$ cat config.mk
export PLATFORM = sky130hd
export DESIGN_NAME = timer16_ctrl_status
export DESIGN_NICKNAME = d
export VERILOG_FILES = /design/src/hw/timer16_pkg.sv /design/src/hw/timer16_ctrl_status.sv /design/src/hw/edge_detect.sv
export SDC_FILE = /design/constraint.sdc
export NUM_CORES = 1
export LEC_CHECK = 0
export BUFFER_PORTS_ARGS = -buffer_cell sky130_fd_sc_hd__clkbuf_2
export CORE_ASPECT_RATIO = 2
export CORE_UTILIZATION = 50
export CTS_CLUSTER_SIZE = 24
export DETAILED_ROUTE_END_ITERATION = 8
export GPL_TIMING_DRIVEN = 0
export PLACE_DENSITY_LB_ADDON = 0.25
export SYNTH_ARGS = -nofsm -noshare
export SYNTH_HDL_FRONTEND = slang
export SYNTH_SLANG_ARGS = --single-unit
$ cat constraint.sdc
create_clock -name pclk -period 2.7 [get_ports pclk]
set_input_delay 0.27 -clock pclk [delete_from_list [all_inputs] [get_ports pclk]]
set_output_delay 0.27 -clock pclk [all_outputs]
set_load 0.03 [all_outputs]
$ cat src/hw/timer16_pkg.sv
package timer16_pkg;
   // register byte offsets on the apb bus (word aligned)
   localparam logic [7:0] CTRL_ONE_ADDR = 8'h00;
   localparam logic [7:0] CTRL_TWO_ADDR = 8'h04;
   localparam logic [7:0] STATUS_ADDR = 8'h08;
   localparam logic [7:0] CAP_ONE_HIGH_ADDR = 8'h0C;
   localparam logic [7:0] CAP_ONE_LOW_ADDR = 8'h10;
   localparam logic [7:0] CMP_ONE_HIGH_ADDR = 8'h14;
   localparam logic [7:0] CMP_ONE_LOW_ADDR = 8'h18;
   localparam logic [7:0] CMP_TWO_HIGH_ADDR = 8'h1C;
   localparam logic [7:0] CMP_TWO_LOW_ADDR = 8'h20;
   localparam logic [7:0] CNT_HIGH_ADDR = 8'h24;
   localparam logic [7:0] CNT_LOW_ADDR = 8'h28;
   localparam logic [7:0] ALT_HIGH_ADDR = 8'h2C;
   localparam logic [7:0] ALT_LOW_ADDR = 8'h30;
   localparam logic [7:0] CAP_TWO_HIGH_ADDR = 8'h34;
   localparam logic [7:0] CAP_TWO_LOW_ADDR = 8'h38;
   // control one fields
   localparam int CAP_IE = 7;
   localparam int CMP_IE = 6;
   localparam int OVF_IE = 5;
   localparam int FORCE_TWO = 4;
   localparam int FORCE_ONE = 3;
   localparam int LEVEL_TWO = 2;
   localparam int EDGE_ONE = 1;
   localparam int LEVEL_ONE = 0;
   // control two fields
   localparam int PIN_ONE_EN = 7;
   localparam int PIN_TWO_EN = 6;
   localparam int PULSE_EN = 5;
   localparam int PWM_EN = 4;
   localparam int CLK_SEL_HI = 3;
   localparam int CLK_SEL_LO = 2;
   localparam int EDGE_TWO = 1;
   localparam int EXT_EDGE = 0;
   // status fields
   localparam int DISABLE_BIT = 2;
   // clock select codes
   localparam logic [1:0] CLK_DIV4 = 2'h0;
   localparam logic [1:0] CLK_DIV2 = 2'h1;
   localparam logic [1:0] CLK_DIV8 = 2'h2;
   localparam logic [1:0] CLK_EXT = 2'h3;
   // reset and reload values
   localparam logic [15:0] COUNT_RESET = 16'hFFFC;
   localparam logic [15:0] COUNT_ALL_ONES = 16'hFFFF;
   localparam logic [15:0] CMP_RESET = 16'h8000;
   localparam logic [7:0] CTRL_RESET = 8'h00;
endpackage

$ cat src/hw/timer16_ctrl_status.sv
// What this block does
// - capture flags interrupt when capture enable set
// - compare flags interrupt when compare enable set
// - overflow flag interrupts when overflow enable set
// - all sources merged into one request
// - force bit drives level onto enabled pin
// - level two to pin two, pin one in modes
// - compare one match copies level one out
// - capture pin one edge: 0 falling 1 rising
// - capture pin two edge: 0 falling 1 rising
// - pin enables only route, compares keep running
// - single pulse triggered by capture pin one
// - pwm: width compare one, period compare two
// - clock select: div4, div2, div8, external
// - external select without pin stops counter
// - external clock edge: 0 falling 1 rising
// - capture flag one set, cleared status-then-low
// - compare flag one set, cleared status-then-low
// - overflow flag; alternate low byte never clears
// - capture flag two set, cleared status-then-low
// - compare flag two set, cleared status-then-low
// - disable freezes counting and releases both pins
// - no compare flags in pwm mode
// - pwm compare two reloads counter to fffc
`timescale 1ns/1ps
`default_nettype none
module timer16_ctrl_status #(
   parameter bit HAS_EXT_CLOCK = 1'b1
) (
   input wire logic pclk,
   input wire logic presetn,
   input wire logic psel,
   input wire logic penable,
   input wire logic pwrite,
   input wire logic [7:0] paddr,
   input wire logic [31:0] pwdata,
   output logic [31:0] prdata,
   output logic pready,
   output logic pslverr,
   input wire logic capture_pin_one,
   input wire logic capture_pin_two,
   input wire logic ext_clock_pin,
   output logic compare_pin_one,
   output logic compare_pin_one_oe,
   output logic compare_pin_two,
   output logic compare_pin_two_oe,
   output logic timer_irq
);
   logic [7:0] timer_control_one;
   logic [7:0] timer_control_two;
   logic timer_disable;
   logic capture_flag_one, capture_flag_two, compare_flag_one, compare_flag_two, overflow_flag;
   logic [15:0] count, cap_one, cap_two, compare_value_one, compare_value_two;
   logic [15:0] pwm_one, pwm_two;
   logic [7:0] cmp_one_high_hold, cmp_two_high_hold;
   logic cmp_one_armed, cmp_two_armed;
   logic [2:0] presc;
   logic level_one, level_two, status_seen;
   logic [7:0] next_ctrl_one, next_ctrl_two;
   logic next_disable;
   logic next_cf1, next_cf2, next_of1, next_of2, next_ovf;
   logic [15:0] next_count, next_cap_one, next_cap_two, next_cv1, next_cv2;
   logic [15:0] next_pwm_one, next_pwm_two;
   logic [7:0] next_h1, next_h2;
   logic next_arm1, next_arm2;
   logic [2:0] next_presc;
   logic next_level_one, next_level_two, next_seen;
   logic [31:0] next_prdata;
   logic next_ready;
   logic next_pin1, next_pin1_oe, next_pin2, next_pin2_oe, next_irq;
   logic cap1_edge, cap2_edge, ext_edge;
   logic setup, acc, wr, rd;
   logic pwm_mode, pulse_mode, tick, match1, match2;

   edge_detect cap_one_det (.pclk(pclk), .presetn(presetn), .pin(capture_pin_one),
      .rising(timer_control_one[timer16_pkg::EDGE_ONE]), .hit(cap1_edge));
   edge_detect cap_two_det (.pclk(pclk), .presetn(presetn), .pin(capture_pin_two),
      .rising(timer_control_two[timer16_pkg::EDGE_TWO]), .hit(cap2_edge));
   edge_detect ext_det (.pclk(pclk), .presetn(presetn), .pin(ext_clock_pin),
      .rising(timer_control_two[timer16_pkg::EXT_EDGE]), .hit(ext_edge));

   always_comb begin
      // the apb answer comes one cycle after setup; the access is taken on that edge
      setup = psel & ~penable;
      acc = psel & penable & pready;
      wr = acc & pwrite;
      rd = acc & ~pwrite;
      pwm_mode = timer_control_two[timer16_pkg::PWM_EN];
      pulse_mode = timer_control_two[timer16_pkg::PULSE_EN] & ~pwm_mode;
      next_presc = presc;
      tick = 1'b0;
      if (!timer_disable) begin
         next_presc = presc + 3'h1;
         case (timer_control_two[timer16_pkg::CLK_SEL_HI:timer16_pkg::CLK_SEL_LO])
            timer16_pkg::CLK_DIV4: tick = (presc[1:0] == 2'h3);
            timer16_pkg::CLK_DIV2: tick = presc[0];
            timer16_pkg::CLK_DIV8: tick = (presc == 3'h7);
            timer16_pkg::CLK_EXT: tick = HAS_EXT_CLOCK & ext_edge;
            default: tick = 1'b0;
         endcase
      end
      // pwm uses the double-buffered copies, taken at the period end
      match1 = (count == (pwm_mode ? pwm_one : compare_value_one)) & cmp_one_armed;
      match2 = (count == (pwm_mode ? pwm_two : compare_value_two)) & cmp_two_armed;
      next_count = count;
      next_pwm_one = pwm_one;
      next_pwm_two = pwm_two;
      // outside pwm the copies follow the compare values, so pwm starts on fresh ones
      if (!pwm_mode) begin
         next_pwm_one = compare_value_one;
         next_pwm_two = compare_value_two;
      end
      if (tick) begin
         next_count = count + 16'h0001;
      end
      if (pwm_mode && match2 && tick) begin
         next_count = timer16_pkg::COUNT_RESET;
         next_pwm_one = compare_value_one;
         next_pwm_two = compare_value_two;
      end
      if (pulse_mode && cap1_edge && !timer_disable) begin
         next_count = timer16_pkg::COUNT_RESET;
      end
      if (wr && (paddr == timer16_pkg::CNT_LOW_ADDR || paddr == timer16_pkg::ALT_LOW_ADDR)) begin
         next_count = timer16_pkg::COUNT_RESET;
      end
      // register writes
      next_ctrl_one = timer_control_one;
      next_ctrl_two = timer_control_two;
      next_disable = timer_disable;
      next_cv1 = compare_value_one;
      next_cv2 = compare_value_two;
      next_h1 = cmp_one_high_hold;
      next_h2 = cmp_two_high_hold;
      next_arm1 = cmp_one_armed;
      next_arm2 = cmp_two_armed;
      if (wr) begin
         case (paddr)
            timer16_pkg::CTRL_ONE_ADDR: next_ctrl_one = pwdata[7:0];
            timer16_pkg::CTRL_TWO_ADDR: next_ctrl_two = pwdata[7:0];
            timer16_pkg::STATUS_ADDR: next_disable = pwdata[timer16_pkg::DISABLE_BIT];
            timer16_pkg::CMP_ONE_HIGH_ADDR: begin
               next_h1 = pwdata[7:0];
               next_arm1 = 1'b0;
            end
            timer16_pkg::CMP_ONE_LOW_ADDR: begin
               next_cv1 = {cmp_one_high_hold, pwdata[7:0]};
               next_arm1 = 1'b1;
            end
            timer16_pkg::CMP_TWO_HIGH_ADDR: begin
               next_h2 = pwdata[7:0];
               next_arm2 = 1'b0;
            end
            timer16_pkg::CMP_TWO_LOW_ADDR: begin
               next_cv2 = {cmp_two_high_hold, pwdata[7:0]};
               next_arm2 = 1'b1;
            end
            default: next_disable = timer_disable;
         endcase
      end
      // flags: set wins over the status-then-low-byte clear
      next_seen = status_seen;
      if (acc) begin
         next_seen = rd && (paddr == timer16_pkg::STATUS_ADDR);
      end
      next_cf1 = capture_flag_one;
      next_cf2 = capture_flag_two;
      next_of1 = compare_flag_one;
      next_of2 = compare_flag_two;
      next_ovf = overflow_flag;
      if (acc && status_seen) begin
         if (paddr == timer16_pkg::CAP_ONE_LOW_ADDR) next_cf1 = 1'b0;
         if (paddr == timer16_pkg::CMP_ONE_LOW_ADDR) next_of1 = 1'b0;
         if (paddr == timer16_pkg::CNT_LOW_ADDR) next_ovf = 1'b0;
         if (paddr == timer16_pkg::CAP_TWO_LOW_ADDR) next_cf2 = 1'b0;
         if (paddr == timer16_pkg::CMP_TWO_LOW_ADDR) next_of2 = 1'b0;
      end
      next_cap_one = cap_one;
      next_cap_two = cap_two;
      // capture pin one is disconnected from capture in pwm mode
      if (cap1_edge && !pwm_mode) begin
         next_cf1 = 1'b1;
         next_cap_one = count;
      end
      if (pwm_mode && match2 && tick) next_cf1 = 1'b1;
      if (cap2_edge) begin
         next_cf2 = 1'b1;
         next_cap_two = count;
      end
      // compares run whatever the pin enables say; none in pwm, one not in pulse
      if (match1 && tick && !pwm_mode && !pulse_mode) next_of1 = 1'b1;
      if (match2 && tick && !pwm_mode) next_of2 = 1'b1;
      if (tick && count == timer16_pkg::COUNT_ALL_ONES) next_ovf = 1'b1;
      // output levels
      next_level_one = level_one;
      next_level_two = level_two;
      if (pwm_mode || pulse_mode) begin
         if ((pulse_mode && cap1_edge) || (pwm_mode && match2 && tick)) begin
            next_level_one = timer_control_one[timer16_pkg::LEVEL_TWO];
         end else if (match1 && tick) begin
            next_level_one = timer_control_one[timer16_pkg::LEVEL_ONE];
         end
      end else begin
         if (match1 && tick) next_level_one = timer_control_one[timer16_pkg::LEVEL_ONE];
         if (match2 && tick) next_level_two = timer_control_one[timer16_pkg::LEVEL_TWO];
      end
      if (timer_control_one[timer16_pkg::FORCE_ONE]) begin
         next_level_one = timer_control_one[timer16_pkg::LEVEL_ONE];
      end
      if (timer_control_one[timer16_pkg::FORCE_TWO]) begin
         next_level_two = timer_control_one[timer16_pkg::LEVEL_TWO];
      end
      next_pin1 = next_level_one;
      next_pin2 = next_level_two;
      next_pin1_oe = timer_control_two[timer16_pkg::PIN_ONE_EN] & ~timer_disable;
      next_pin2_oe = timer_control_two[timer16_pkg::PIN_TWO_EN] & ~timer_disable;
      next_irq = (timer_control_one[timer16_pkg::CAP_IE] & (capture_flag_one | capture_flag_two))
         | (timer_control_one[timer16_pkg::CMP_IE] & (compare_flag_one | compare_flag_two))
         | (timer_control_one[timer16_pkg::OVF_IE] & overflow_flag);
      next_ready = setup;
      next_prdata = 32'h0000_0000;
      if (setup && !pwrite) begin
         case (paddr)
            timer16_pkg::CTRL_ONE_ADDR: next_prdata[7:0] = timer_control_one;
            timer16_pkg::CTRL_TWO_ADDR: next_prdata[7:0] = timer_control_two;
            // reserved low bits read zero, software keeps them zero
            timer16_pkg::STATUS_ADDR: next_prdata[7:0] = {capture_flag_one, compare_flag_one,
               overflow_flag, capture_flag_two, compare_flag_two, timer_disable, 2'h0};
            timer16_pkg::CAP_ONE_HIGH_ADDR: next_prdata[7:0] = cap_one[15:8];
            timer16_pkg::CAP_ONE_LOW_ADDR: next_prdata[7:0] = cap_one[7:0];
            timer16_pkg::CMP_ONE_HIGH_ADDR: next_prdata[7:0] = compare_value_one[15:8];
            timer16_pkg::CMP_ONE_LOW_ADDR: next_prdata[7:0] = compare_value_one[7:0];
            timer16_pkg::CMP_TWO_HIGH_ADDR: next_prdata[7:0] = compare_value_two[15:8];
            timer16_pkg::CMP_TWO_LOW_ADDR: next_prdata[7:0] = compare_value_two[7:0];
            timer16_pkg::CNT_HIGH_ADDR: next_prdata[7:0] = count[15:8];
            timer16_pkg::CNT_LOW_ADDR: next_prdata[7:0] = count[7:0];
            timer16_pkg::ALT_HIGH_ADDR: next_prdata[7:0] = count[15:8];
            timer16_pkg::ALT_LOW_ADDR: next_prdata[7:0] = count[7:0];
            timer16_pkg::CAP_TWO_HIGH_ADDR: next_prdata[7:0] = cap_two[15:8];
            timer16_pkg::CAP_TWO_LOW_ADDR: next_prdata[7:0] = cap_two[7:0];
            default: next_prdata = 32'h0000_0000;
         endcase
      end
   end

   always_ff @(posedge pclk or negedge presetn) begin
      if (!presetn) begin
         timer_control_one <= timer16_pkg::CTRL_RESET;
         timer_control_two <= timer16_pkg::CTRL_RESET;
         timer_disable <= 1'b0;
         capture_flag_one <= 1'b0;
         capture_flag_two <= 1'b0;
         compare_flag_one <= 1'b0;
         compare_flag_two <= 1'b0;
         overflow_flag <= 1'b0;
         count <= timer16_pkg::COUNT_RESET;
         cap_one <= 16'h0000;
         cap_two <= 16'h0000;
         compare_value_one <= timer16_pkg::CMP_RESET;
         compare_value_two <= timer16_pkg::CMP_RESET;
         pwm_one <= timer16_pkg::CMP_RESET;
         pwm_two <= timer16_pkg::CMP_RESET;
         cmp_one_high_hold <= 8'h80;
         cmp_two_high_hold <= 8'h80;
         cmp_one_armed <= 1'b1;
         cmp_two_armed <= 1'b1;
         presc <= 3'h0;
         level_one <= 1'b0;
         level_two <= 1'b0;
         status_seen <= 1'b0;
         prdata <= 32'h0000_0000;
         pready <= 1'b0;
         compare_pin_one <= 1'b0;
         compare_pin_one_oe <= 1'b0;
         compare_pin_two <= 1'b0;
         compare_pin_two_oe <= 1'b0;
         timer_irq <= 1'b0;
      end else begin
         timer_control_one <= next_ctrl_one;
         timer_control_two <= next_ctrl_two;
         timer_disable <= next_disable;
         capture_flag_one <= next_cf1;
         capture_flag_two <= next_cf2;
         compare_flag_one <= next_of1;
         compare_flag_two <= next_of2;
         overflow_flag <= next_ovf;
         count <= next_count;
         cap_one <= next_cap_one;
         cap_two <= next_cap_two;
         compare_value_one <= next_cv1;
         compare_value_two <= next_cv2;
         pwm_one <= next_pwm_one;
         pwm_two <= next_pwm_two;
         cmp_one_high_hold <= next_h1;
         cmp_two_high_hold <= next_h2;
         cmp_one_armed <= next_arm1;
         cmp_two_armed <= next_arm2;
         presc <= next_presc;
         level_one <= next_level_one;
         level_two <= next_level_two;
         status_seen <= next_seen;
         prdata <= next_prdata;
         pready <= next_ready;
         compare_pin_one <= next_pin1;
         compare_pin_one_oe <= next_pin1_oe;
         compare_pin_two <= next_pin2;
         compare_pin_two_oe <= next_pin2_oe;
         timer_irq <= next_irq;
      end
   end

   assign pslverr = 1'b0;

   overflow_irq_a: assert property (@(posedge pclk) disable iff (!presetn)
      (overflow_flag && timer_control_one[5]) |=> timer_irq)
      else $error("overflow flag enabled but no interrupt");
   no_irq_a: assert property (@(posedge pclk) disable iff (!presetn)
      (timer_control_one[7:5] == 3'h0) |=> !timer_irq)
      else $error("interrupt with all enables clear");
   capture_irq_a: assert property (@(posedge pclk) disable iff (!presetn)
      (capture_flag_two && timer_control_one[7]) |=> timer_irq)
      else $error("capture flag enabled but no interrupt");
   compare_irq_a: assert property (@(posedge pclk) disable iff (!presetn)
      (compare_flag_one && timer_control_one[6]) |=> timer_irq)
      else $error("compare flag enabled but no interrupt");
   freeze_count_a: assert property (@(posedge pclk) disable iff (!presetn)
      (timer_disable && !(psel && penable)) |=> $stable(count))
      else $error("counter moved while disabled");
   pin_off_a: assert property (@(posedge pclk) disable iff (!presetn)
      timer_disable |=> !compare_pin_one_oe && !compare_pin_two_oe)
      else $error("compare pin driven while disabled");
   pwm_no_cmp_a: assert property (@(posedge pclk) disable iff (!presetn)
      (pwm_mode && !compare_flag_one) |=> !compare_flag_one)
      else $error("compare flag set in pwm mode");
   pwm_reload_a: assert property (@(posedge pclk) disable iff (!presetn)
      (pwm_mode && match2 && tick && !wr && !pulse_mode) |=> count == 16'hFFFC)
      else $error("pwm period end did not reload counter");
   force_one_a: assert property (@(posedge pclk) disable iff (!presetn)
      timer_control_one[3] |=> compare_pin_one == $past(timer_control_one[0]))
      else $error("forced level not on pin one");
   ovf_set_a: assert property (@(posedge pclk) disable iff (!presetn)
      (tick && count == 16'hFFFF) |=> overflow_flag)
      else $error("rollover did not set overflow flag");
endmodule
`default_nettype wire

$ cat src/hw/edge_detect.sv
`timescale 1ns/1ps
`default_nettype none
// one-cycle pulse on the selected transition of a synchronous pin
module edge_detect (
   input wire logic pclk,
   input wire logic presetn,
   input wire logic pin,
   input wire logic rising,
   output logic hit
);
   logic last;
   logic primed;
   logic next_last;
   logic next_primed;
   always_comb begin
      next_last = pin;
      next_primed = 1'b1;
      // no edge in the first cycle out of reset, whatever level the pin idles at
      hit = primed & (rising ? (pin & ~last) : (~pin & last));
   end
   always_ff @(posedge pclk or negedge presetn) begin
      if (!presetn) begin
         last <= 1'b0;
         primed <= 1'b0;
      end else begin
         last <= next_last;
         primed <= next_primed;
      end
   end
endmodule
`default_nettype wire

==> results_tabular.tex, run 1 <==
\begin{tabular}{lr}
\hline
Metric & Value \\
\hline
\multicolumn{2}{l}{\textbf{Placed design}} \\
\quad Number of I/O port buffers & 35 \\
\quad Number of placed instances, taps included & 1013 \\
\quad Final RePlAce weighted congestion & roughly 1 \\
\quad Detailed placement HPWL & roughly 21 mm \\
\multicolumn{2}{l}{\textbf{Synth}} \\
\quad Leading register cell type out of synthesis & sky130\_fd\_sc\_hd\_\_dfrtp\_1 \\
\quad Share of the yosys chip area belonging to registers & 50.9\% \\
\quad Proportion of register bits with asynchronous set or reset after synthesis & between 90\% and 100\% \\
\quad Cell area after technology mapping & 8610 sq um \\
\quad Post-synthesis register bit count & 174 \\
\quad Gate count after technology mapping & about 750 \\
\quad Number of flops mapped to enable cells by yosys & 0 \\
\quad Count of cell types in the netlist & slightly below 60 \\
\quad Yosys warnings & 0 \\
\quad Synth Area per Inst & $\sim$12 sq um \\
\multicolumn{2}{l}{\textbf{Drt}} \\
\quad Top layer reached by signal wires & met4 \\
\quad Length of routed met2 wiring & 14.9 mm \\
\quad Starting DRC count in detailed routing & between 400 and 500 \\
\quad Drt total wl & between 20 and 30 mm \\
\quad Remaining routing DRC violations & 0 \\
\quad Detailed Routing Iterations Pass 1 & 5 \\
\quad Number of nets with antenna violations after routing & 0 \\
\quad Met3 Wirelength & 1.21 mm \\
\quad Post-Route M1 WL & between 10 and 15 mm \\
\quad Vias after detailed routing & between 6k and 7k \\
\quad Via-per-instance ratio & approximately 6 \\
\quad Routed WL per cell & 27.5 um \\
\multicolumn{2}{l}{\textbf{GRT}} \\
\quad Largest net degree at the start of global routing & approximately 110 \\
\quad Global-route wire length before repair & 42.9 mm \\
\quad Antenna violations before repair & 1 \\
\quad All-layer global routing usage & around a third \\
\quad Via count of the first global-routing pass & approximately 6.7k \\
\quad Residual overflow from global routing & 0 \\
\multicolumn{2}{l}{\textbf{Die}} \\
\quad Die area & around 18000 sq um \\
\quad Core Footprint & $\sim$17000 sq um \\
\quad Starting density of the core & between 50\% and 60\% \\
\quad Die height & around 190 um \\
\quad Std-Cell Rows & 67 \\
\quad Io pins & 87 \\
\quad Die Width & 94.8 um \\
\multicolumn{2}{l}{\textbf{Worst setup path}} \\
\quad Critical Setup Path Class & register to register \\
\quad CP Data Arrival Time & 3.02 ns \\
\quad Critical-path cell list & buf\_6 > buf\_12 > buf\_12 > mux2i\_2 > xnor2\_1 > nor4\_1 > nand4\_1 > buf\_6 > o21ai\_4 > buf\_12 > clkbuf\_16 > mux2\_2 \\
\quad Maximum net fanout on the critical path & 7 \\
\quad FF-to-FF End & pwm\_two[9] \\
\quad Setup crit end kind & register \\
\quad Number of buffers and inverters on the critical path & 6 \\
\quad Cell with the most instances on the worst path & sky130\_fd\_sc\_hd\_\_buf\_12 \\
\quad Worst-case register-to-register setup slack & -0.004 ns \\
\quad Largest stage delay on the critical path & 0.41 ns \\
\quad Crit path max-delay cell type & sky130\_fd\_sc\_hd\_\_dfrtp\_1 \\
\quad Required time of the critical path & just over 3 ns \\
\quad CP top delay family & buffers and inverters \\
\quad Launching element type of the critical path & register \\
\quad R2r startpoint & timer\_control\_two[4] \\
\quad Depth of the worst register-to-register path & 12 \\
\multicolumn{2}{l}{\textbf{Power}} \\
\quad Leak pwr & 4.92 nW \\
\quad P per Cell Area & about 630 nW/um\^{}2 \\
\quad Total design power & 6.48 mW \\
\quad Peak supply drop & roughly 0.00054 V \\
\multicolumn{2}{l}{\textbf{Layout}} \\
\quad Final non-filler cell total & between 1k and 1.5k \\
\quad Fraction of layout instances using a drive strength above 1 & around 36\% \\
\quad Commonest non-fill, non-tap cells in the layout & sky130\_fd\_sc\_hd\_\_dfrtp\_1, sky130\_fd\_sc\_hd\_\_mux2\_2, sky130\_fd\_sc\_hd\_\_nand2\_1 \\
\quad Post-layout utilization of the core & 61.4\% \\
\quad Commonest non-fill, non-tap cell in the layout & sky130\_fd\_sc\_hd\_\_dfrtp\_1 \\
\quad Synthesis-to-finish area growth & 19.5\% \\
\quad Number of fill cells & 1402 \\
\quad Net count of the finished layout & about 890 \\
\multicolumn{2}{l}{\textbf{Hold path}} \\
\quad Worst min-delay path startpoint & penable \\
\quad Hold endpoint & pready \\
\quad Class of the tightest hold or removal check & primary input to register \\
\quad Cell depth of the worst hold path & 2 \\
\multicolumn{2}{l}{\textbf{STA}} \\
\quad Hold Violations, Final & 0 \\
\quad Unrepaired setup endpoints after global routing & yes \\
\quad Fmax & 0.370 GHz \\
\quad Final period utilization & 100\% \\
\quad Final worst path period need & $\sim$2.7 ns \\
\quad Headroom to the max-slew limit & between 30\% and 40\% \\
\quad Minimum setup slack in the final design & -0.00396 ns \\
\quad Number of slew-limit violations in the final report & 0 \\
\quad Worst clock skew & about 0.0085 ns \\
\quad Slew at the pin closest to its max-slew limit & roughly 0.96 ns \\
\quad Number of setup violations in the final report & 2 \\
\multicolumn{2}{l}{\textbf{CTS}} \\
\quad Clock slew seen by the registers of the worst setup and hold paths & 0.07 ns \\
\quad Maximum clock insertion buffer count & 2 \\
\quad CTS tree & yes \\
\quad H-Tree Depth & 4 \\
\quad Number of CTS-inserted buffers & 17 \\
\quad Worst-Skew Late Latency & 0.44 ns \\
\quad Cell at the root of the clock tree & sky130\_fd\_sc\_hd\_\_clkbuf\_16 \\
\quad Total clock sinks & approximately 170 \\
\multicolumn{2}{l}{\textbf{Run}} \\
\quad Number of maximum-capacitance violations & 0 \\
\multicolumn{2}{l}{\textbf{Run status}} \\
\quad Violations in the final reports & negative setup slack \\
\quad Run status & finished, violations left \\
\hline
\end{tabular}
==> layer usage <==
layer / up-vias / global-route usage [%]
met3: 94 / 4.46
met4: 0 / 25.9
li1: 2829 / -
met2: 276 / 58.1
met5: - / 0
met1: 3242 / 38.8
==> where the power goes <==
| group | total (mW) | internal, mW | switching [mW] | leakage [nW] |
|---|---|---|---|---|
| clock network | 2.56 | 1.43 | 1.14 | 0.296 |
| registers | 3.02 | 2.78 | 0.243 | 2.30 |
| logic | 0.892 | 0.377 | 0.514 | 2.32 |
==> flip-flops by register name, summed over array words and instances, names as in the netlist, 3 cells and up <==
| register | count |
|---|---|
| compare_value_two | 16 |
| cmp_one_high_hold | 8 |
| pwm_two | 16 |
| prdata | 8 |
| compare_value_one | 16 |
| count | 16 |
| presc | 3 |
| pwm_one | 16 |
| timer_control_two | 8 |
| cap_two | 16 |
| timer_control_one | 8 |
| cap_one | 16 |
| cmp_two_high_hold | 8 |
==> worst max-delay path by stage <==
stage	from	end	slack, ns	depth (start not counted)
global route	timer_control_two[4]	pwm_one[13]	-0.06	12
floorplan	count[13]	level_one	0.11	7
global placement	presetn	cmp_two_high_hold[3]	-1.71	1
finish	timer_control_two[4]	pwm_two[9]	-0.004	12
detailed placement	paddr[2]	compare_value_one[13]	-0.94	8
CTS	timer_control_two[4]	level_one	0.001	9
==> cell type report <==
class                           count  area (sq um)  area share (%)
Multi-Input combinational cell    523          4100            39.9
Timing Repair Buffer               66           524            5.10
Antenna cell                        1          2.50          0.0243
Inverter                            5          22.5           0.219
Clock buffer                       18           439            4.27
Buffer                             54           382            3.71
Tap cell                          207           259            2.52
Clock inverter                     14           174            1.69
Sequential cell                   174          4390            42.6
==> stage by stage <==
step	TNS (ns)	worst slack (ns)	cell area, sq um	hold slack [ns]
after floorplan	0	0.113	8700	-0.0256
after global routing	-1.41	-0.0646	10300	0.0509
after global placement	-357.59	-1.71	9140	0.406
after CTS	0	0.00135	10100	0.0373
after detailed placement	-84.86	-0.942	9190	0.297
final	-0.00430	-0.00396	10300	0.0440
==> timing repair <==
action,in CTS,in global routing
hold endpoints to repair,66,0
hold buffers,4,0
gates resized for setup,39,20
buffers inserted,14,8
cloned,1,2
setup endpoints to repair,128,63
pin swaps,7,7
==> cell usage after synthesis (5+ instances only) <==
| master | n | share of area (%) |
|---|---|---|
| sky130_fd_sc_hd__nand3_1 | 29 | 1.7 |
| sky130_fd_sc_hd__o21ai_0 | 18 | 1.0 |
| sky130_fd_sc_hd__mux2i_1 | 36 | 4.2 |
| sky130_fd_sc_hd__xnor2_1 | 31 | 3.2 |
| sky130_fd_sc_hd__a22oi_1 | 6 | 0.52 |
| sky130_fd_sc_hd__nor2b_1 | 11 | 0.80 |
| sky130_fd_sc_hd__nor2_1 | 26 | 1.1 |
| sky130_fd_sc_hd__clkbuf_1 | 27 | 1.2 |
| sky130_fd_sc_hd__nand2_1 | 63 | 2.7 |
| sky130_fd_sc_hd__dfrtp_1 | 152 | 44 |
| sky130_fd_sc_hd__nor3_1 | 8 | 0.46 |
| sky130_fd_sc_hd__and2_1 | 5 | 0.36 |
| sky130_fd_sc_hd__mux2_2 | 125 | 16 |
| sky130_fd_sc_hd__nor4_1 | 6 | 0.44 |
| sky130_fd_sc_hd__nand4_1 | 8 | 0.58 |
| sky130_fd_sc_hd__buf_2 | 7 | 0.41 |
| sky130_fd_sc_hd__nor3b_1 | 5 | 0.44 |
| sky130_fd_sc_hd__a21oi_1 | 23 | 1.3 |
| sky130_fd_sc_hd__dfstp_2 | 22 | 6.7 |
| sky130_fd_sc_hd__buf_1 | 7 | 0.31 |
| sky130_fd_sc_hd__and3_1 | 8 | 0.58 |
| sky130_fd_sc_hd__a32oi_1 | 5 | 0.51 |
| sky130_fd_sc_hd__inv_1 | 5 | 0.22 |
| sky130_fd_sc_hd__buf_4 | 25 | 2.2 |
| sky130_fd_sc_hd__a31oi_1 | 9 | 0.65 |
| sky130_fd_sc_hd__xor2_1 | 18 | 1.8 |
| sky130_fd_sc_hd__o31ai_1 | 5 | 0.44 |
| sky130_fd_sc_hd__mux2_1 | 7 | 0.92 |
==> logic make-up (layout without fill, tap and decap cells) <==
group / after synthesis / in the layout / share of synthesized area [%]
AO/OA/AOI/OAI: 95 / 95 / 7.38
XOR/XNOR: 49 / 49 / 4.98
adder cells (fa/ha/maj): 3 / 3 / 0.436
buffers and inverters: 72 / 157 / 4.42
flip-flops: 174 / 174 / 50.9
multiplexers: 168 / 168 / 21.4
other: 2 / 27 / 0.0872
AND/OR/NAND/NOR: 182 / 182 / 10.4
(Power assumes the default switching activity.)
==> run 2, diff against run 1 <==
- RECOVER_POWER: unset -> 25
==> run 2 against run 1 <==
  * The run ends with max-capacitance violations, max-slew violations, negative setup slack left
  * Routed wire length is 0.17% higher
  * Combinational power barely moved
  * Clock power about the same
  * Fmax decreased by 0.38%
  * Highest routed layer unchanged
==> results_tabular.tex, run 2 (synthesized netlist as in run 1, its figures left out) <==
\begin{tabular}{lr}
\hline
Metric & Value \\
\hline
\multicolumn{2}{l}{\textbf{Hold path}} \\
\quad Hold endpoint & pready (unchanged) \\
\quad Class of the tightest hold or removal check & primary input to register (unchanged) \\
\quad Cell depth of the worst hold path & 2 (unchanged) \\
\quad Worst min-delay path startpoint & penable (unchanged) \\
\multicolumn{2}{l}{\textbf{Power}} \\
\quad Leak pwr & 4.86 nW (was 4.92 nW) \\
\quad P per Cell Area & 632 nW/um\^{}2 (was 629 nW/um\^{}2) \\
\quad Sw power & 1.90 mW (was 1.89 mW) \\
\quad Relative contribution of combinational cells to total power & 13.7\% (was 13.8\%) \\
\quad Peak supply drop & 0.000551 V (was 0.000541 V) \\
\quad Sw Share & 29.3\% (was 29.2\%) \\
\quad Clock power frac & 39.6\% (about the same) \\
\quad Total design power & 6.48 mW (about the same) \\
\quad Internal Dissipation & 4.58 mW (about the same) \\
\quad Sequential share of power & 46.7\% (about the same) \\
\multicolumn{2}{l}{\textbf{Run status}} \\
\quad Violations in the final reports & max-capacitance violations, max-slew violations, negative setup slack (was negative setup slack) \\
\quad Run status & finished, violations left (unchanged) \\
\multicolumn{2}{l}{\textbf{STA}} \\
\quad Worst clock skew & 0.00727 ns (was 0.00853 ns) \\
\quad Headroom to the max-slew limit & -13.6\% (was 36.0\%) \\
\quad Slew at the pin closest to its max-slew limit & 1.70 ns (was 0.958 ns) \\
\quad Hold Violations, Final & 0 (unchanged) \\
\quad Setup TNS & -0.0351 ns (was -0.00430 ns) \\
\quad Unrepaired setup endpoints after global routing & yes (unchanged) \\
\quad Final period utilization & 101\% (was 100\%) \\
\quad Fmax & 0.368 GHz (was 0.370 GHz) \\
\quad Number of slew-limit violations in the final report & 67 (was 0) \\
\quad Final worst path period need & 2.71 ns (was 2.70 ns) \\
\quad Minimum setup slack in the final design & -0.0143 ns (was -0.00396 ns) \\
\quad Number of setup violations in the final report & 6 (was 2) \\
\multicolumn{2}{l}{\textbf{GRT}} \\
\quad Global-route wire length before repair & 42.9 mm (unchanged) \\
\quad All-layer global routing usage & 34.6\% (unchanged) \\
\quad Residual overflow from global routing & 0 (unchanged) \\
\quad Via count of the first global-routing pass & 6692 (unchanged) \\
\quad Antenna violations before repair & 1 (unchanged) \\
\quad Largest net degree at the start of global routing & 109 (unchanged) \\
\multicolumn{2}{l}{\textbf{CTS}} \\
\quad Clock slew seen by the registers of the worst setup and hold paths & 0.07 ns (about the same) \\
\quad H-Tree Depth & 4 (unchanged) \\
\quad Total clock sinks & 174 (unchanged) \\
\quad CTS tree & yes (unchanged) \\
\quad Worst-Skew Late Latency & 0.44 ns (about the same) \\
\quad Cell at the root of the clock tree & sky130\_fd\_sc\_hd\_\_clkbuf\_16 (unchanged) \\
\quad Maximum clock insertion buffer count & 2 (unchanged) \\
\quad Number of CTS-inserted buffers & 17 (unchanged) \\
\multicolumn{2}{l}{\textbf{Run}} \\
\quad Number of maximum-capacitance violations & 1 (was 0) \\
\multicolumn{2}{l}{\textbf{Placed design}} \\
\quad Number of placed instances, taps included & 1013 (unchanged) \\
\quad Setup slack after placement & -0.942 ns (unchanged) \\
\quad Detailed placement HPWL & 21.5 mm (unchanged) \\
\quad Number of I/O port buffers & 35 (unchanged) \\
\quad Final RePlAce weighted congestion & 1.02 (unchanged) \\
\multicolumn{2}{l}{\textbf{Worst setup path}} \\
\quad Setup crit end kind & register (unchanged) \\
\quad Maximum net fanout on the critical path & 10 (was 7) \\
\quad Required time of the critical path & 3.05 ns (was 3.02 ns) \\
\quad Depth of the worst register-to-register path & 12 (unchanged) \\
\quad FF-to-FF End & pwm\_one[0] (was pwm\_two[9]) \\
\quad Launching element type of the critical path & primary input (was register) \\
\quad CP Data Arrival Time & 3.06 ns (was 3.02 ns) \\
\quad Critical Setup Path Class & primary input to register (was register to register) \\
\quad R2r startpoint & timer\_control\_two[4] (unchanged) \\
\quad Worst-case register-to-register setup slack & -0.01 ns (was -0.004 ns) \\
\multicolumn{2}{l}{\textbf{Die}} \\
\quad Io pins & 87 (unchanged) \\
\quad Std-Cell Rows & 67 (unchanged) \\
\quad Die height & 188 um (unchanged) \\
\quad Core Footprint & 16800 sq um (unchanged) \\
\quad Starting density of the core & 51.4\% (unchanged) \\
\quad Die Width & 94.8 um (unchanged) \\
\quad Die area & 17800 sq um (unchanged) \\
\multicolumn{2}{l}{\textbf{Layout}} \\
\quad Final non-filler cell total & 1062 (unchanged) \\
\quad Net count of the finished layout & 892 (unchanged) \\
\quad Synthesis-to-finish area growth & 19.1\% (was 19.5\%) \\
\quad Fraction of layout instances using a drive strength above 1 & 34.0\% (was 35.7\%) \\
\quad Commonest non-fill, non-tap cell in the layout & sky130\_fd\_sc\_hd\_\_dfrtp\_1 (unchanged) \\
\quad Commonest non-fill, non-tap cells in the layout & sky130\_fd\_sc\_hd\_\_dfrtp\_1, sky130\_fd\_sc\_hd\_\_mux2\_2, sky130\_fd\_sc\_hd\_\_nand2\_1 (unchanged) \\
\multicolumn{2}{l}{\textbf{Drt}} \\
\quad Drt total wl & 29.2 mm (about the same) \\
\quad Starting DRC count in detailed routing & 460 (was 453) \\
\quad Remaining routing DRC violations & 0 (unchanged) \\
\quad Vias after detailed routing & 6430 (was 6441) \\
\quad Via-per-instance ratio & 6.05 (was 6.06) \\
\quad Number of nets with antenna violations after routing & 0 (unchanged) \\
\quad Met3 Wirelength & 1.14 mm (was 1.21 mm) \\
\quad Top layer reached by signal wires & met4 (unchanged) \\
\quad Length of routed met2 wiring & 14.9 mm (about the same) \\
\quad Routed WL per cell & 27.5 um (about the same) \\
\quad Post-Route M1 WL & 10.7 mm (about the same) \\
\quad Detailed Routing Iterations Pass 1 & 5 (unchanged) \\
\hline
\end{tabular}
[run 2: cell types whose count changed in the layout (fill, tap and decap cells not counted)]
cell and change:
sky130_fd_sc_hd__clkbuf_1 +15, sky130_fd_sc_hd__clkbuf_2 -14, sky130_fd_sc_hd__clkbuf_8 -1
[run 2: how the worst max path moves through the flow]
stage | startpoint | endpoint | slack [ns] | depth (start not counted)
5_1_grt | timer_control_two[4] | pwm_one[13] | -0.06 | 12
3_5_place_dp | paddr[2] | compare_value_one[13] | -0.94 | 8
6_report | paddr[3] | prdata[6] | -0.01 | 8
3_3_place_gp | presetn | cmp_two_high_hold[3] | -1.71 | 1
4_1_cts | timer_control_two[4] | level_one | 0.001 | 9
2_1_floorplan | count[13] | level_one | 0.11 | 7
[run 2: area by class of cell]
class | count | area [sq um]
fillers | 1412 | 6500
repair buffers | 66 | 497
clock buffers | 18 | 439
flip-flops and latches | 174 | 4390
clock inverters | 14 | 174
multi-input cells | 523 | 4100
inverters | 5 | 22.5
diodes | 1 | 2.50
well taps | 207 | 259
plain buffers | 54 | 382
[run 2: critical path, stage by stage]
cell and delay [ns]:
sky130_fd_sc_hd__clkbuf_2 0.09, sky130_fd_sc_hd__clkbuf_1 0.57, sky130_fd_sc_hd__clkbuf_1 0.52, sky130_fd_sc_hd__buf_1 0.60, sky130_fd_sc_hd__nand3_1 0.38, sky130_fd_sc_hd__a21oi_1 0.28, sky130_fd_sc_hd__a2111oi_1 0.14, sky130_fd_sc_hd__a21oi_1 0.21
[run 2: repair_timing]
action                     CTS  global route
cloned                       1             2
resized for setup           39            20
pin swaps                    7             7
setup buffers               14             8
hold endpoints to repair    66             0
hold buffers                 4             0
setup endpoints to repair  128            63
[run 2: power by group through the flow]
stage	logic [mW]	clock network, mW	registers [mW]
5_1_grt	0.965	2.70	3.03
3_3_place_gp	0.977	0	2.88
4_1_cts	0.869	2.61	3.01
6_report	0.890	2.57	3.02
2_1_floorplan	0.628	0	2.86
3_5_place_dp	1.01	0	2.88
[run 2: through the flow]
step / utilization, % / hold WS (ns) / area, sq um
finish: 61.2 / 0.0432 / 10300
global route: 61.2 / 0.0509 / 10300
CTS: 60.0 / 0.0373 / 10100
detailed placement: 54.8 / 0.297 / 9190
global placement: 54.5 / 0.406 / 9140
floorplan: - / -0.0256 / 8700
[run 2: layer usage]
layer  GRT usage (%)  vias to the layer above
met5               0                        -
met4            25.9                        0
met3            4.46                       95
met2            58.1                      261
met1            38.8                     3252
li1                -                     2822
==> run 3, diff against run 2 <==
- BUFFER_PORTS_ARGS: -buffer_cell sky130_fd_sc_hd__clkbuf_2 -> unset
- DONT_BUFFER_PORTS: unset -> 1
==> run 3 against run 2 <==
  * Core utilization is 0.93 points lower
  * Fmax grew 0.43%
  * Combinational power down 6.3%
  * Die area is the same
  * First-iteration DRC count is 7.0% higher
  * Sequential share of layout area increased by 0.66 points
  * Power shrank 4.4%
  * Highest routed layer unchanged
  * The flow finishes with violations (negative hold slack, negative setup slack)
  * Register-to-register slack hardly changed
  * Via count rose by 0.44%
  * Sequential power is essentially flat
  * Sequential cell count did not move
==> results_tabular.tex, run 3 (synthesized netlist as in run 1, its figures left out) <==
\begin{tabular}{lr}
\hline
Metric & Value \\
\hline
\multicolumn{2}{l}{\textbf{Run status}} \\
\quad Run status & finished, violations left (unchanged) \\
\quad Violations in the final reports & negative hold slack, negative setup slack (was max-capacitance violations, max-slew violations, negative setup slack) \\
\multicolumn{2}{l}{\textbf{Drt}} \\
\quad Top layer reached by signal wires & met4 (unchanged) \\
\quad Starting DRC count in detailed routing & 492 (was 460) \\
\quad Detailed Routing Iterations Pass 1 & 5 (unchanged) \\
\quad Remaining routing DRC violations & 0 (unchanged) \\
\quad Number of nets with antenna violations after routing & 0 (unchanged) \\
\quad Via-per-instance ratio & 6.24 (was 6.05) \\
\quad Length of routed met2 wiring & 15.1 mm (was 14.9 mm) \\
\quad Routed WL per cell & 28.0 um (was 27.5 um) \\
\quad Drt total wl & 28.9 mm (was 29.2 mm) \\
\quad Vias after detailed routing & 6458 (was 6430) \\
\quad Met3 Wirelength & 1.58 mm (was 1.14 mm) \\
\quad Post-Route M1 WL & 10.2 mm (was 10.7 mm) \\
\multicolumn{2}{l}{\textbf{Power}} \\
\quad Leak pwr & 4.73 nW (was 4.86 nW) \\
\quad Total design power & 6.19 mW (was 6.48 mW) \\
\quad Peak supply drop & 0.000461 V (was 0.000551 V) \\
\quad P per Cell Area & 613 nW/um\^{}2 (was 632 nW/um\^{}2) \\
\multicolumn{2}{l}{\textbf{Placed design}} \\
\quad Final RePlAce weighted congestion & 0.970 (was 1.02) \\
\quad Detailed placement HPWL & 20.8 mm (was 21.5 mm) \\
\quad Number of I/O port buffers & 0 (was 35) \\
\quad Post-placement cell area & 8980 sq um (was 9190 sq um) \\
\quad Number of placed instances, taps included & 977 (was 1013) \\
\quad Setup slack after placement & -1.11 ns (was -0.942 ns) \\
\multicolumn{2}{l}{\textbf{CTS}} \\
\quad Number of CTS-inserted buffers & 17 (unchanged) \\
\quad Clock slew seen by the registers of the worst setup and hold paths & 0.07 ns (about the same) \\
\quad H-Tree Depth & 4 (unchanged) \\
\quad CTS tree & yes (unchanged) \\
\quad Hold bufs inserted after CTS & 12 (was 4) \\
\quad Worst-Skew Late Latency & 0.44 ns (about the same) \\
\quad Maximum clock insertion buffer count & 2 (unchanged) \\
\quad Cell at the root of the clock tree & sky130\_fd\_sc\_hd\_\_clkbuf\_16 (unchanged) \\
\quad Total clock sinks & 174 (unchanged) \\
\multicolumn{2}{l}{\textbf{STA}} \\
\quad Slew at the pin closest to its max-slew limit & 1.11 ns (was 1.70 ns) \\
\quad Worst clock skew & 0.00905 ns (was 0.00727 ns) \\
\quad Fmax & 0.370 GHz (was 0.368 GHz) \\
\quad Number of slew-limit violations in the final report & 0 (was 67) \\
\quad Worst hold margin & -0.476 ns (was 0.0432 ns) \\
\quad Setup TNS & -0.00266 ns (was -0.0351 ns) \\
\quad Final worst path period need & 2.70 ns (was 2.71 ns) \\
\quad Minimum setup slack in the final design & -0.00266 ns (was -0.0143 ns) \\
\quad Number of setup violations in the final report & 1 (was 6) \\
\quad Final period utilization & 100\% (was 101\%) \\
\quad Headroom to the max-slew limit & 24.4\% (was -13.6\%) \\
\quad Hold Violations, Final & 174 (was 0) \\
\quad Unrepaired setup endpoints after global routing & yes (unchanged) \\
\multicolumn{2}{l}{\textbf{Worst setup path}} \\
\quad R2r startpoint & timer\_control\_two[4] (unchanged) \\
\quad Required time of the critical path & 3.02 ns (was 3.05 ns) \\
\quad Maximum net fanout on the critical path & 8 (was 10) \\
\quad Depth of the worst register-to-register path & 10 (was 12) \\
\quad FF-to-FF End & level\_one (was pwm\_one[0]) \\
\quad Setup crit end kind & register (unchanged) \\
\quad Critical Setup Path Class & register to register (was primary input to register) \\
\quad Launching element type of the critical path & register (was primary input) \\
\quad CP Data Arrival Time & 3.03 ns (was 3.06 ns) \\
\quad Worst-case register-to-register setup slack & -0.003 ns (was -0.01 ns) \\
\multicolumn{2}{l}{\textbf{Layout}} \\
\quad Commonest non-fill, non-tap cell in the layout & sky130\_fd\_sc\_hd\_\_dfrtp\_1 (unchanged) \\
\quad Net count of the finished layout & 864 (was 892) \\
\quad Area of combinational cells with multiple inputs & 4110 sq um (was 4100 sq um) \\
\quad Number of fill cells & 1439 (was 1412) \\
\quad Synthesis-to-finish area growth & 17.3\% (was 19.1\%) \\
\quad Storage cell area & 4390 sq um (unchanged) \\
\quad Commonest non-fill, non-tap cells in the layout & sky130\_fd\_sc\_hd\_\_dfrtp\_1, sky130\_fd\_sc\_hd\_\_mux2\_2, sky130\_fd\_sc\_hd\_\_nand2\_1 (unchanged) \\
\quad Post-layout utilization of the core & 60.3\% (was 61.2\%) \\
\quad Total non-filler cell area in the finished layout & 10100 sq um (was 10300 sq um) \\
\quad Final non-filler cell total & 1035 (was 1062) \\
\quad Fraction of layout instances using a drive strength above 1 & 32.7\% (was 34.0\%) \\
\multicolumn{2}{l}{\textbf{Die}} \\
\quad Die area & 17800 sq um (unchanged) \\
\quad Die height & 188 um (unchanged) \\
\quad Std-Cell Rows & 67 (unchanged) \\
\quad Starting density of the core & 51.4\% (unchanged) \\
\quad Core Footprint & 16800 sq um (unchanged) \\
\quad Die Width & 94.8 um (unchanged) \\
\quad Io pins & 87 (unchanged) \\
\multicolumn{2}{l}{\textbf{GRT}} \\
\quad Global-route wire length before repair & 42.4 mm (was 42.9 mm) \\
\quad Antenna violations before repair & 1 (unchanged) \\
\quad Residual overflow from global routing & 0 (unchanged) \\
\quad Via count of the first global-routing pass & 6598 (was 6692) \\
\quad Largest net degree at the start of global routing & 175 (was 109) \\
\quad All-layer global routing usage & 34.2\% (was 34.6\%) \\
\multicolumn{2}{l}{\textbf{Run}} \\
\quad Number of maximum-capacitance violations & 0 (was 1) \\
\multicolumn{2}{l}{\textbf{Hold path}} \\
\quad Class of the tightest hold or removal check & primary input to asynchronous set/reset pin (was primary input to register) \\
\hline
\end{tabular}
## run 3: cell types whose count changed in the layout (fill, tap and decap cells not counted), moves of 3 or more
cell and delta:
sky130_fd_sc_hd__inv_8 -3, sky130_fd_sc_hd__dlygate4sd3_1 +8, sky130_fd_sc_hd__clkbuf_2 -20, sky130_fd_sc_hd__clkbuf_1 -11, sky130_fd_sc_hd__mux2i_1 -3, sky130_fd_sc_hd__nor4_2 +3
sky130_fd_sc_hd__mux2i_2 +4
## run 3: layout make-up
class | count | share of cell area, %
clock inverters | 8 | 0.545
flip-flops and latches | 174 | 43.4
inverters | 5 | 0.223
clock buffers | 24 | 4.89
repair buffers | 39 | 3.76
plain buffers | 53 | 3.91
multi-input cells | 523 | 40.7
diodes | 2 | 0.0495
well taps | 207 | 2.56
## run 3: layer usage
layer	up-vias	GRT usage (%)
met5	-	0
met1	3301	39.0
met3	93	4.95
met2	307	58.1
li1	2757	-
met4	0	22.3
## run 3: how the worst max path moves through the flow
stage	start	to	slack [ns]
after floorplan	count[13]	level_one	0.11
after global placement	timer_control_two[0]	pwm_one[3]	-1.03
after detailed placement	timer_control_two[0]	pwm_one[3]	-1.11
after CTS	paddr[2]	compare_value_one[8]	-0.17
after global routing	timer_control_two[4]	level_one	-0.08
final	timer_control_two[4]	level_one	-0.003
## run 3: critical path: stages, from the launching register on
cell,delay [ns]
sky130_fd_sc_hd__dfrtp_1,0.40
sky130_fd_sc_hd__buf_6,0.15
sky130_fd_sc_hd__buf_6,0.13
sky130_fd_sc_hd__buf_12,0.14
sky130_fd_sc_hd__mux2i_2,0.15
sky130_fd_sc_hd__xnor2_1,0.15
sky130_fd_sc_hd__nor4_2,0.33
sky130_fd_sc_hd__nand3_1,0.13
sky130_fd_sc_hd__or3_4,0.43
sky130_fd_sc_hd__mux2_4,0.31
sky130_fd_sc_hd__a221o_1,0.29
## run 3: timing repair
| item | 4_1_cts | 5_1_grt |
|---|---|---|
| setup endpoints to repair | 102 | 84 |
| pin swaps | 7 | 18 |
| resized for setup | 32 | 34 |
| setup buffers | 10 | 17 |
| endpoints found under the hold margin | 227 | 174 |
| gates cloned | 0 | 1 |
## run 3: report_power, final
| group | leakage, nW | internal [mW] | switching [mW] |
|---|---|---|---|
| sequential | 2.30 | 2.78 | 0.254 |
| clock | 0.266 | 1.29 | 1.03 |
| combinational | 2.16 | 0.382 | 0.452 |
| total | 4.73 | 4.45 | 1.74 |
